File: src/logic/rfdm_params.svh
`ifndef RFDM_PARAMS_SVH
`define RFDM_PARAMS_SVH

// register addresses on the host register port
`define RFDM_ADDR_W            6
`define RFDM_ADDR_GSN_OFF      6'h23
`define RFDM_ADDR_MOD_WIDTH    6'h24
`define RFDM_ADDR_TX_BIT_DELAY 6'h25
`define RFDM_ADDR_RX_CFG       6'h26

// reset values
`define RFDM_RST_GSN_OFF       8'h88
`define RFDM_RST_MOD_WIDTH     8'h26
`define RFDM_RST_TX_BIT_DELAY  8'h87
`define RFDM_RST_RX_CFG        8'h48

// field positions
`define RFDM_GSN_UNMOD_MSB     7
`define RFDM_GSN_UNMOD_LSB     4
`define RFDM_GSN_MOD_MSB       3
`define RFDM_GSN_MOD_LSB       0
`define RFDM_DELAY_CLK_BIT     7
`define RFDM_DELAY_CYC_MSB     6
`define RFDM_AMP_BIT           7
`define RFDM_GAIN_MSB          6
`define RFDM_GAIN_LSB          4
`define RFDM_SENS_MSB          3

// subcarrier timing in carrier periods
`define RFDM_SUBC_PERIOD       16
`define RFDM_SUBC_LOW_MODULO   8

`endif

File: src/logic/rfdm_pkg.sv
package rfdm_pkg;

    typedef struct packed {
        logic [3:0] unmod;
        logic [3:0] modul;
    } rfdm_gsn_s;

    typedef struct packed {
        logic       field_clk;
        logic [6:0] cycles;
    } rfdm_delay_s;

    typedef struct packed {
        logic       amp;
        logic [2:0] gain;
        logic [3:0] sens;
    } rfdm_rxcfg_s;

    typedef struct packed {
        logic       wr;
        logic       rd;
        logic [5:0] addr;
        logic [7:0] wdata;
    } rfdm_host_req_s;

    typedef struct packed {
        logic soft_pd;
        logic driver_on;
        logic modulating;
        logic load_modulation_a;
        logic initiator;
        logic card_mode_a;
    } rfdm_ctl_s;

    typedef enum logic [1:0] {
        RFDM_TX_IDLE = 2'b00,
        RFDM_TX_WAIT = 2'b01,
        RFDM_TX_GO   = 2'b11
    } rfdm_tx_e;

endpackage

File: src/logic/rfdm_config.sv
// Operation
// - idle conductance code sits in bits 7..4, used without modulation
// - modulating conductance code sits in bits 3..0, used while modulating
// - soft power-down forces each applied code msb to one
// - idle codes apply only with driver off, else driver-on codes
// - idle codes drive load modulation when answering as card with driver off; with a driver on the driver-on codes do
// - miller pulse lasts width plus one carrier periods; width resets 26h
// - card type a mode uses width for subcarrier duty cycle
// - subcarrier low (width mod 8)+1 periods, high sixteen minus that
// - bit 7 of delay register selects field-derived demodulator clock
// - bits 6..0 add carrier cycles before transmit; register resets 87h
// - bit 7 of receiver config enables level detector amplifier
// - gain field decodes to 18,23,18,23,33,38,43,48 dB
// - bits 3..0 set level detector sensitivity; register resets 48h
// - driver-on codes only while a driver is on, else idle codes
`timescale 1ns/1ps
`include "rfdm_params.svh"
module rfdm_config
    import rfdm_pkg::*;
(
    // clock and reset
    input  wire logic           i_clock,
    input  wire logic           i_rst_b,
    // host register port
    input  wire rfdm_host_req_s i_host,
    output logic [7:0]          o_reg_rdata,
    // driver state and driver-on codes
    input  wire rfdm_ctl_s      i_ctl,
    input  wire rfdm_gsn_s      i_gsn_active,
    // carrier timing
    input  wire logic           i_carrier_tick,
    input  wire logic           i_mod_start,
    input  wire logic           i_tx_request,
    // driver and modulation outputs
    output logic [3:0]          o_n_conductance,
    output logic                o_miller_pulse,
    output logic                o_subcarrier,
    output logic                o_tx_start,
    // receiver front end
    output logic                o_field_derived_demod_clock,
    output logic                o_level_detector_amp_enable,
    output logic [5:0]          o_receiver_gain_db,
    output logic [3:0]          o_level_detector_sensitivity
);

    rfdm_gsn_s   n_driver_conductance_idle_state;
    logic [7:0]  modulation_pulse_width;
    rfdm_delay_s transmit_bit_delay;
    rfdm_rxcfg_s receiver_front_end_config;
    rfdm_gsn_s   next_idle_state;
    logic [7:0]  next_pulse_width;
    rfdm_delay_s next_bit_delay;
    rfdm_rxcfg_s next_rx_cfg;
    logic [7:0]  next_rdata;

    // register writes and reads
    always_comb begin
        next_idle_state  = n_driver_conductance_idle_state;
        next_pulse_width = modulation_pulse_width;
        next_bit_delay   = transmit_bit_delay;
        next_rx_cfg      = receiver_front_end_config;
        next_rdata       = o_reg_rdata;
        if (i_host.wr) begin
            unique case (i_host.addr)
                `RFDM_ADDR_GSN_OFF:      next_idle_state  = i_host.wdata;
                `RFDM_ADDR_MOD_WIDTH:    next_pulse_width = i_host.wdata;
                `RFDM_ADDR_TX_BIT_DELAY: next_bit_delay   = i_host.wdata;
                `RFDM_ADDR_RX_CFG:       next_rx_cfg      = i_host.wdata;
                default: ;
            endcase
        end
        if (i_host.rd) begin
            unique case (i_host.addr)
                `RFDM_ADDR_GSN_OFF:      next_rdata = n_driver_conductance_idle_state;
                `RFDM_ADDR_MOD_WIDTH:    next_rdata = modulation_pulse_width;
                `RFDM_ADDR_TX_BIT_DELAY: next_rdata = transmit_bit_delay;
                `RFDM_ADDR_RX_CFG:       next_rdata = receiver_front_end_config;
                default:                 next_rdata = 8'h00;
            endcase
        end
    end

    always_ff @(posedge i_clock or negedge i_rst_b) begin
        if (!i_rst_b) begin
            n_driver_conductance_idle_state <= `RFDM_RST_GSN_OFF;
            modulation_pulse_width          <= `RFDM_RST_MOD_WIDTH;
            transmit_bit_delay              <= `RFDM_RST_TX_BIT_DELAY;
            receiver_front_end_config       <= `RFDM_RST_RX_CFG;
            o_reg_rdata                     <= 8'h00;
        end else begin
            n_driver_conductance_idle_state <= next_idle_state;
            modulation_pulse_width          <= next_pulse_width;
            transmit_bit_delay              <= next_bit_delay;
            receiver_front_end_config       <= next_rx_cfg;
            o_reg_rdata                     <= next_rdata;
        end
    end

    // receiver front end straight from register flops
    assign o_field_derived_demod_clock  = transmit_bit_delay.field_clk;
    assign o_level_detector_amp_enable  = receiver_front_end_config.amp;
    assign o_level_detector_sensitivity = receiver_front_end_config.sens;

    function automatic logic [5:0] gain_db(input logic [2:0] code);
        unique case (code)
            3'b000, 3'b010: gain_db = 6'd18;
            3'b001, 3'b011: gain_db = 6'd23;
            3'b100:         gain_db = 6'd33;
            3'b101:         gain_db = 6'd38;
            3'b110:         gain_db = 6'd43;
            3'b111:         gain_db = 6'd48;
        endcase
    endfunction

    logic [5:0] next_gain_db;
    logic [3:0] next_n_cond;
    rfdm_gsn_s  sel_codes;
    logic       use_mod_code;

    // conductance selection
    always_comb begin
        next_gain_db = gain_db(next_rx_cfg.gain);
        use_mod_code = i_ctl.modulating
                    || (i_ctl.card_mode_a && i_ctl.load_modulation_a);
        if (i_ctl.driver_on) begin
            sel_codes = i_gsn_active;
        end else begin
            sel_codes = n_driver_conductance_idle_state;
        end
        next_n_cond = use_mod_code ? sel_codes.modul : sel_codes.unmod;
        if (i_ctl.soft_pd) begin
            next_n_cond[3] = 1'b1;
        end
    end

    always_ff @(posedge i_clock or negedge i_rst_b) begin
        if (!i_rst_b) begin
            o_receiver_gain_db <= 6'd33;
            o_n_conductance    <= 4'h0;
        end else begin
            o_receiver_gain_db <= next_gain_db;
            o_n_conductance    <= next_n_cond;
        end
    end

    // miller pulse timing
    logic pulse_load;
    logic pulse_busy;

    assign pulse_load = i_mod_start && i_ctl.initiator && !i_ctl.card_mode_a;

    rfdm_carrier_counter #(
        .W(8)
    ) u_pulse (
        .i_clock (i_clock),
        .i_rst_b (i_rst_b),
        .i_load  (pulse_load),
        .i_count (modulation_pulse_width),
        .i_tick  (i_carrier_tick),
        .o_busy  (pulse_busy),
        .o_done  ()
    );

    assign o_miller_pulse = pulse_busy;

    // subcarrier duty cycle
    logic [3:0] subc_phase;
    logic [3:0] next_subc_phase;
    logic [3:0] low_count;
    logic       next_subc;

    always_comb begin
        low_count       = {1'b0, modulation_pulse_width[2:0]} + 4'h1;
        next_subc_phase = subc_phase;
        if (!i_ctl.card_mode_a) begin
            next_subc_phase = 4'h0;
        end else if (i_carrier_tick) begin
            next_subc_phase = subc_phase + 4'h1;
        end
        next_subc = i_ctl.card_mode_a && (next_subc_phase >= low_count);
    end

    always_ff @(posedge i_clock or negedge i_rst_b) begin
        if (!i_rst_b) begin
            subc_phase   <= 4'h0;
            o_subcarrier <= 1'b0;
        end else begin
            subc_phase   <= next_subc_phase;
            o_subcarrier <= next_subc;
        end
    end

    // transmit start delay
    rfdm_tx_e   tx_state;
    rfdm_tx_e   next_tx_state;
    logic       delay_load;
    logic       delay_done;
    logic [6:0] delay_count;
    logic       next_tx_start;

    always_comb begin
        next_tx_state = tx_state;
        delay_load    = 1'b0;
        delay_count   = transmit_bit_delay.cycles - 7'd1;
        next_tx_start = 1'b0;
        unique case (tx_state)
            RFDM_TX_IDLE: begin
                if (i_tx_request) begin
                    if (transmit_bit_delay.cycles == 7'd0) begin
                        next_tx_state = RFDM_TX_GO;
                        next_tx_start = 1'b1;
                    end else begin
                        delay_load    = 1'b1;
                        next_tx_state = RFDM_TX_WAIT;
                    end
                end
            end
            RFDM_TX_WAIT: begin
                if (delay_done) begin
                    next_tx_state = RFDM_TX_GO;
                    next_tx_start = 1'b1;
                end
            end
            RFDM_TX_GO: begin
                next_tx_state = RFDM_TX_IDLE;
            end
            default: next_tx_state = RFDM_TX_IDLE;
        endcase
    end

    rfdm_carrier_counter #(
        .W(7)
    ) u_delay (
        .i_clock (i_clock),
        .i_rst_b (i_rst_b),
        .i_load  (delay_load),
        .i_count (delay_count),
        .i_tick  (i_carrier_tick),
        .o_busy  (),
        .o_done  (delay_done)
    );

    always_ff @(posedge i_clock or negedge i_rst_b) begin
        if (!i_rst_b) begin
            tx_state   <= RFDM_TX_IDLE;
            o_tx_start <= 1'b0;
        end else begin
            tx_state   <= next_tx_state;
            o_tx_start <= next_tx_start;
        end
    end

    // checking helpers
    logic [8:0] pulse_ticks;
    logic [7:0] pulse_width_cap;
    logic [7:0] delay_ticks;
    logic [6:0] delay_cap;

    always_ff @(posedge i_clock or negedge i_rst_b) begin
        if (!i_rst_b) begin
            pulse_ticks     <= 9'h000;
            pulse_width_cap <= 8'h00;
            delay_ticks     <= 8'h00;
            delay_cap       <= 7'h00;
        end else begin
            if (pulse_load) begin
                pulse_ticks     <= 9'h000;
                pulse_width_cap <= modulation_pulse_width;
            end else if (pulse_busy && i_carrier_tick) begin
                pulse_ticks <= pulse_ticks + 9'h001;
            end
            if (tx_state == RFDM_TX_IDLE && i_tx_request) begin
                delay_ticks <= 8'h00;
                delay_cap   <= transmit_bit_delay.cycles;
            end else if (tx_state == RFDM_TX_WAIT && i_carrier_tick) begin
                delay_ticks <= delay_ticks + 8'h01;
            end
        end
    end
endmodule

File: src/logic/rfdm_carrier_counter.sv
`timescale 1ns/1ps
module rfdm_carrier_counter #(
    parameter int W = 8
) (
    // clock and reset
    input  wire logic         i_clock,
    input  wire logic         i_rst_b,
    // control
    input  wire logic         i_load,
    input  wire logic [W-1:0] i_count,
    input  wire logic         i_tick,
    // status
    output logic              o_busy,
    output logic              o_done
);

    logic [W-1:0] remaining;
    logic [W-1:0] next_remaining;
    logic         next_busy;
    logic         next_done;

    // runs for i_count+1 carrier ticks after a load
    always_comb begin
        next_remaining = remaining;
        next_busy      = o_busy;
        next_done      = 1'b0;
        if (i_load) begin
            next_busy      = 1'b1;
            next_remaining = i_count;
        end else if (o_busy && i_tick) begin
            if (remaining == '0) begin
                next_busy = 1'b0;
                next_done = 1'b1;
            end else begin
                next_remaining = remaining - 1'b1;
            end
        end
    end

    always_ff @(posedge i_clock or negedge i_rst_b) begin
        if (!i_rst_b) begin
            remaining <= '0;
            o_busy    <= 1'b0;
            o_done    <= 1'b0;
        end else begin
            remaining <= next_remaining;
            o_busy    <= next_busy;
            o_done    <= next_done;
        end
    end

endmodule

File: config.mk
export PLATFORM = sky130hd
export DESIGN_NAME = rfdm_config
export DESIGN_NICKNAME = d
export VERILOG_FILES = /design/src/logic/rfdm_pkg.sv /design/src/logic/rfdm_config.sv /design/src/logic/rfdm_carrier_counter.sv
export VERILOG_INCLUDE_DIRS = /design/src /design/src/logic
export SDC_FILE = /design/constraint.sdc
export NUM_CORES = 1
export LEC_CHECK = 0
export ABC_AREA = 1
export BUFFER_PORTS_ARGS = -buffer_cell sky130_fd_sc_hd__buf_4
export CAP_MARGIN = 0
export CORE_MARGIN = 1.5
export CORE_UTILIZATION = 57
export DETAILED_ROUTE_END_ITERATION = 16
export PLACE_DENSITY_LB_ADDON = 0.08
export SLEW_MARGIN = 20
export SYNTH_ARGS = -nofsm -noshare
export SYNTH_HDL_FRONTEND = slang
export SYNTH_SLANG_ARGS = --single-unit
File: constraint.sdc
create_clock -name i_clock -period 2.1 [get_ports i_clock]
set_input_delay 0 -clock i_clock [delete_from_list [all_inputs] [get_ports i_clock]]
set_output_delay 0 -clock i_clock [all_outputs]
set_load 0.05 [all_outputs]
==> results of run 1 <==
==> synthesized netlist by cell type (2+ instances only) <==
library cell / n / area share [%]
o21ai_2: 10 / 2.2
mux2i_1: 3 / 0.75
dfstp_2: 12 / 7.9
a21oi_1: 3 / 0.37
o21a_1: 2 / 0.37
a31oi_1: 3 / 0.47
nand3_1: 24 / 3.0
inv_1: 48 / 4.5
nor3_4: 2 / 0.81
nor2_2: 4 / 0.62
nand2_4: 2 / 0.56
xnor2_1: 5 / 1.1
mux2_2: 8 / 2.2
dfrtp_1: 63 / 39
buf_6: 4 / 1.1
o21ai_4: 2 / 0.81
inv_2: 2 / 0.19
nor2_1: 24 / 2.2
o211ai_1: 8 / 1.5
buf_4: 6 / 1.1
clkbuf_1: 2 / 0.19
buf_2: 2 / 0.25
nand2_1: 122 / 11
nand2_2: 12 / 1.9
nor3_1: 3 / 0.37
o21ai_0: 21 / 2.6
ha_1: 12 / 3.7
nand4_1: 11 / 1.7
or2_2: 4 / 0.62
o21ai_1: 17 / 2.1
a32o_1: 2 / 0.50
nor2_4: 2 / 0.56
==> stage by stage <==
stage / setup WS (ns) / utilization (%)
after global placement: 0.210 / 66.3
after CTS: 0.0654 / 72.4
final: 0.163 / 72.8
after detailed placement: 0.0859 / 66.3
after global routing: -0.00630 / 72.8
after floorplan: 0.310 / -
==> worst paths after layout <==
| path | from | endpoint | slack (ns) | cells past startpoint |
|---|---|---|---|---|
| setup / recovery | transmit_bit_delay[3]$_DFFE_PN0P_ | u_delay.remaining[4]$_DFFE_PN0P_ | 0.16 | 13 |
| hold / removal | i_host[3] | n_driver_conductance_idle_state[3]$_DFFE_PN1P_ | 0.02 | 3 |
| setup reg to reg | transmit_bit_delay[3]$_DFFE_PN0P_ | u_delay.remaining[4]$_DFFE_PN0P_ | 0.16 | 13 |
| hold reg to reg | n_driver_conductance_idle_state[3]$_DFFE_PN1P_ | n_driver_conductance_idle_state[3]$_DFFE_PN1P_ | 0.50 | 2 |
| max in group asynchronous | i_rst_b | n_driver_conductance_idle_state[4]$_DFFE_PN0P_ | 1.17 | 2 |
| min in group asynchronous | i_rst_b | u_pulse.remaining[2]$_DFFE_PN0P_ | 0.31 | 2 |
==> worst max-delay path, stage by stage, from the launching register on <==
cell	delay [ns]
dfrtp_1	0.44
nor2_2	0.14
nand2_1	0.10
o21ai_4	0.24
nand2_1	0.09
nand2_1	0.12
ha_1	0.19
inv_1	0.07
nor2_4	0.15
nand2_1	0.06
nand2_1	0.06
nand2_1	0.05
nand2_1	0.05
o21ai_1	0.06
==> sequential cells by signal, summed over array words and instances, names as in the netlist, 4 cells and up <==
name,flops
o_reg_rdata,8
o_n_conductance,4
o_receiver_gain_db,5
transmit_bit_delay,7
modulation_pulse_width,8
o_level_detector_sensitivity,4
u_pulse.remaining,8
u_delay.remaining,7
subc_phase,4
n_driver_conductance_idle_state,8
==> cell families (layout without fill, tap and decap cells) <==
group,count (synthesis),in the layout,synth area share [%]
simple gates,217,217,25.5
flops,75,75,47.2
compound gates,72,72,11.8
buf+inv,65,153,7.46
fa+ha+maj,12,12,3.75
mux,11,11,3.00
xor+xnor,6,6,1.31
==> layout make-up <==
type	instances	share of cell area, %
multi-input cells	318	36.8
flip-flops and latches	75	38.2
well taps	96	2.43
clock buffers	9	2.50
inverters	50	3.79
clock inverters	7	2.05
repair buffers	87	14.2
==> what timing repair did <==
item | CTS | global route
setup endpoints to repair | 0 | 3
hold endpoints to repair | 106 | 0
resized for setup | 0 | 1
setup buffers | 0 | 3
hold buffers | 19 | 0
==> power by group through the flow <==
stage / registers [W] / logic [W] / clock network, W
after detailed placement: 0.00187 / 0.00108 / 0
after floorplan: 0.00199 / 0.000629 / 0
after CTS: 0.00184 / 0.00112 / 0.00126
after global routing: 0.00187 / 0.00122 / 0.00133
after global placement: 0.00186 / 0.00106 / 0
final: 0.00185 / 0.00111 / 0.00126
==> routing by layer <==
metal | vias up | part of all wire, % | routed length [µm] | global-route usage [%]
li1 | 1667 | - | - | -
met1 | 1553 | 47 | 4230 | 36.8
met2 | 118 | 46 | 4130 | 39.9
met3 | 15 | 5.4 | 490 | 3.41
met4 | 0 | 2.2 | 196 | 10.7
met5 | - | 0 | 0 | 0
==> impl_metrics.tcl, run 1 <==
set metrics [dict create \
    status "finished, final reports clean" \
    power_w 0.00421 \
    rows 30 \
    cap_violations 0 \
    hpwl_um 6660 \
    irDropWorstVdd_mv 0.392 \
    synthArstFlopShare_pct 100 \
    die-area_mm2 0.00755 \
    seqCellArea_mm2 0.00189 \
    synth-edff-count 0 \
    diodes 0 \
    multi_input_area_mm2 0.00182 \
    dp_cells 604 \
    syn_to_final_growth_pct 23.4 \
    drc_errors 0 \
    setup_viol 0 \
    drtIter0Drc 218 \
    clk_pin_slew_ns 0.08 \
    final_cell_mix "nand2_1, buf_4, dfrtp_1, inv_1" \
    tritoncts "yes" \
    intPower_w 0.00277 \
    crit_path_start_kind "register" \
    nFillCells 511 \
    p_sw_w 0.00144 \
    clock_tree.buffer_depth 2 \
    hold_class "primary input to register" \
    antenna_found_initial 0 \
    fin_crit_ns 1.94 \
    worst-endpoint-arrival_ns 2.17 \
    synth_seq_cells 75 \
    dpl_cell_area_mm2 0.00451 \
    initial_core_util_pct 59.0 \
    synth.net_count 505 \
    grt_overflow 0 \
    post-route-period-util_pct 92.3 \
    fin_area_mm2 0.00495 \
    worstSetupPathType "register to register" \
    critPathMaxFanout 7 \
    grt_first_pass_wirelength_um 15000 \
    wl_per_cell_um 14.1 \
    grt_pass1_vias 3099 \
    htree_levels 3 \
    nets 588 \
    drive_above_1_share_pct 26.9 \
    relSlewSlack_pct 38.3 \
    synth_warnings 0 \
    place.gp.congestion 0.963 \
    swShare_pct 34.2 \
    coreArea_mm2 0.00679 \
    gr-usage-all-layers_pct 25.8 \
    combPwrFrac_pct 26.4 \
    antenna_left 0 \
    die_h_um 86.9 \
    cp-end-kind "register" \
    syn_avg_cell_area_um2 8.75 \
    clock_skew_ns 0.00778 \
    post_synth_num_cell_types 45 \
    via_per_inst 5.22 \
    cts_buffers 9 \
    portBuffers 61 \
    p_clk_share_pct 29.8 \
    grt_max_degree 76 \
    hold_slack_ns 0.0161 \
    ios 62 \
    totalWireLength_um 9050 \
    root_buffer "clkbuf_8" \
    clock.fmax_ghz 0.516 \
    die_w_um 86.9 \
    seqPwrFrac_pct 43.8 \
    drtPass1Iterations 5 \
    stdcell_count 642 \
    drv_slew 0 \
    hold_viol_final 0 \
    worst_slew_pin_slew_ns 0.925 \
    setup_tns_ns 0 \
    leakage_nw 2.40 \
    via_count 3353 \
    ys.flop_type "dfrtp_1" \
    syn_area_mm2 0.00401 \
    final_common_cell "nand2_1" \
    p_per_area_mw_per_mm2 852 \
    clk_latency_ns 0.35 \
    syn_inst 458 \
    cts_sinks 75 \
    crit_required_ns 2.33 \
    yosysSeqAreaShare_pct 47.2 \
]
Power figures use the tool's default switching activity.
==> run 2: changes to the inputs <==
--- a/config.mk
+++ b/config.mk
@@ -7,11 +7,12 @@
 export NUM_CORES = 1
 export LEC_CHECK = 0
 export ABC_AREA = 1
-export BUFFER_PORTS_ARGS = -buffer_cell sky130_fd_sc_hd__buf_4
+export BUFFER_PORTS_ARGS = -buffer_cell sky130_fd_sc_hd__buf_2
 export CAP_MARGIN = 0
 export CORE_MARGIN = 1.5
 export CORE_UTILIZATION = 57
 export DETAILED_ROUTE_END_ITERATION = 16
+export HOLD_SLACK_MARGIN = 0.12
 export PLACE_DENSITY_LB_ADDON = 0.08
 export SLEW_MARGIN = 20
 export SYNTH_ARGS = -nofsm -noshare
==> impl_metrics.tcl, run 2 (same netlist as run 1, synthesis figures left out) <==
set metrics [dict create \
    grt_pass1_vias 3404 \
    drtIter0Drc 237 \
    portBuffers 61 \
    relSlewSlack_pct 56.9 \
    gr-usage-all-layers_pct 27.3 \
    clk_pin_slew_ns 0.08 \
    p_per_area_mw_per_mm2 824 \
    die-area_mm2 0.00755 \
    wl_per_cell_um 14.7 \
    crit_required_ns 2.33 \
    drv_slew 0 \
    syn_to_final_growth_pct 22.8 \
    coreArea_mm2 0.00679 \
    clock_skew_ns 0.0118 \
    fin_crit_ns 1.93 \
    via_per_inst 5.26 \
    worst_slew_pin_slew_ns 0.646 \
    final_cell_mix "nand2_1, dfrtp_1, buf_2, inv_1, dlygate4sd3_1" \
    drive_above_1_share_pct 26.7 \
    diodes 0 \
    antenna_left 0 \
    antenna_found_initial 0 \
    r2r_cells 13 \
    nFillCells 527 \
    crit_path_start_kind "register" \
    clock.fmax_ghz 0.517 \
    worstHoldEndpoint "o_n_conductance[1]$_DFF_PN0_" \
    post-route-period-util_pct 92.1 \
    totalWireLength_um 9640 \
    setup_tns_ns 0 \
    grt_max_degree 76 \
    min_path_cells 3 \
    die_h_um 86.9 \
    setup_viol 0 \
    nets 603 \
    fin_util_pct 72.4 \
    min-delay-start "i_ctl[4]" \
    leakage_nw 2.41 \
    cp_slowest_cell "dfrtp_2" \
    clk_latency_ns 0.35 \
    tritoncts "yes" \
    multi_input_area_mm2 0.00183 \
    grt_overflow 0 \
    r2r_end "u_delay.remaining[4]$_DFFE_PN0P_" \
    r2r_start "transmit_bit_delay[3]$_DFFE_PN0P_" \
    worst-endpoint-arrival_ns 2.17 \
    place.gp.congestion 0.915 \
    initial_core_util_pct 59.0 \
    cts_sinks 75 \
    path_cells "nor2_2 > nand2_1 > o21ai_4 > nand2_1 > nand2_2 > ha_1 > inv_1 > nor2_4 > nand2_1 > nand2_1 > nand2_1 > nand2_1 > o21ai_1" \
    clock_tree.buffer_depth 2 \
    worstSetupPathType "register to register" \
    cap_violations 0 \
    final_common_cell "nand2_1" \
    via_count 3458 \
    hold_slack_ns 0.130 \
    rows 30 \
    cts_buffers 9 \
    ios 62 \
    grt_first_pass_wirelength_um 15900 \
    hpwl_um 6650 \
    drtPass1Iterations 5 \
    root_buffer "clkbuf_8" \
    seqCellArea_mm2 0.00189 \
    critPathMaxFanout 5 \
    drc_errors 0 \
    cp_common_cell "nand2_1" \
    hold_viol_final 0 \
    cpPeakStageDelay_ns 0.44 \
    hold_class "primary input to register" \
    cp-end-kind "register" \
    irDropWorstVdd_mv 0.496 \
    die_w_um 86.9 \
    r2r_slack_ns 0.17 \
    htree_levels 3 \
    status "finished, final reports clean" \
]
run 2: cell types whose count changed in the layout (fill, tap and decap cells not counted), moves of 2 or more:
cell / change
buf_2: +61
buf_4: -61
clkinv_2: +4
clkinvlp_4: -2
dlygate4sd3_1: +13
run 2: stage by stage:
step           std cells  instance area [µm²]  worst slack [ns]  power (W)
2_1_floorplan        458                 4010             0.310    0.00262
3_3_place_gp         605                 4370             0.195    0.00287
3_5_place_dp         605                 4370            0.0867    0.00290
4_1_cts              653                 4880            0.0655    0.00405
5_1_grt              657                 4920           -0.0139    0.00430
6_report             657                 4920             0.167    0.00406
run 2: where the power goes:
group	switching [W]	internal [W]
Combinational	0.000705	0.000399
Clock	0.000553	0.000547
Sequential	0.000186	0.00167
run 2: worst max path at each step:
stage / slack (ns) / from / cells after the start / to
2_1_floorplan: 0.31 / subc_phase[0]$_DFF_PN0_ / 9 / o_subcarrier$_DFF_PN0_
3_3_place_gp: 0.19 / transmit_bit_delay[3]$_DFFE_PN0P_ / 13 / u_delay.remaining[4]$_DFFE_PN0P_
3_5_place_dp: 0.09 / transmit_bit_delay[3]$_DFFE_PN0P_ / 13 / u_delay.remaining[4]$_DFFE_PN0P_
4_1_cts: 0.07 / transmit_bit_delay[5]$_DFFE_PN0P_ / 13 / u_delay.remaining[4]$_DFFE_PN0P_
5_1_grt: -0.01 / transmit_bit_delay[3]$_DFFE_PN0P_ / 13 / u_delay.remaining[4]$_DFFE_PN0P_
6_report: 0.17 / transmit_bit_delay[3]$_DFFE_PN0P_ / 13 / u_delay.remaining[4]$_DFFE_PN0P_
run 2: area by class of cell:
type	count	share of cell area, %
clock inverter	7	1.37
multi-input combinational	319	37.2
inverter	50	3.81
clock buffer	9	2.52
sequential	75	38.5
tap	96	2.44
timing repair buffer	101	14.2
run 2: repair_timing:
| action | 4_1_cts | 5_1_grt |
|---|---|---|
| setup buffers | 0 | 3 |
| resized for setup | 0 | 2 |
| endpoints found under the hold margin | 133 | 0 |
| hold buffers | 32 | 0 |
| endpoints found under the setup margin | 0 | 3 |
run 2: worst max-delay path, delay by kind of cell, from the launching register on:
family	cells	cell delay, ns
AOI/OAI and AO/OA	2	0.30
adders and majority gates	1	0.18
buffers and inverters	1	0.07
DFF	1	0.44
and+or+nand+nor	9	0.81
run 2: metal layers:
layer,track usage (%),routed length (µm)
met2,43.3,4540
met3,5.69,491
met4,8.50,159
met1,37.8,4450
met5,0,0
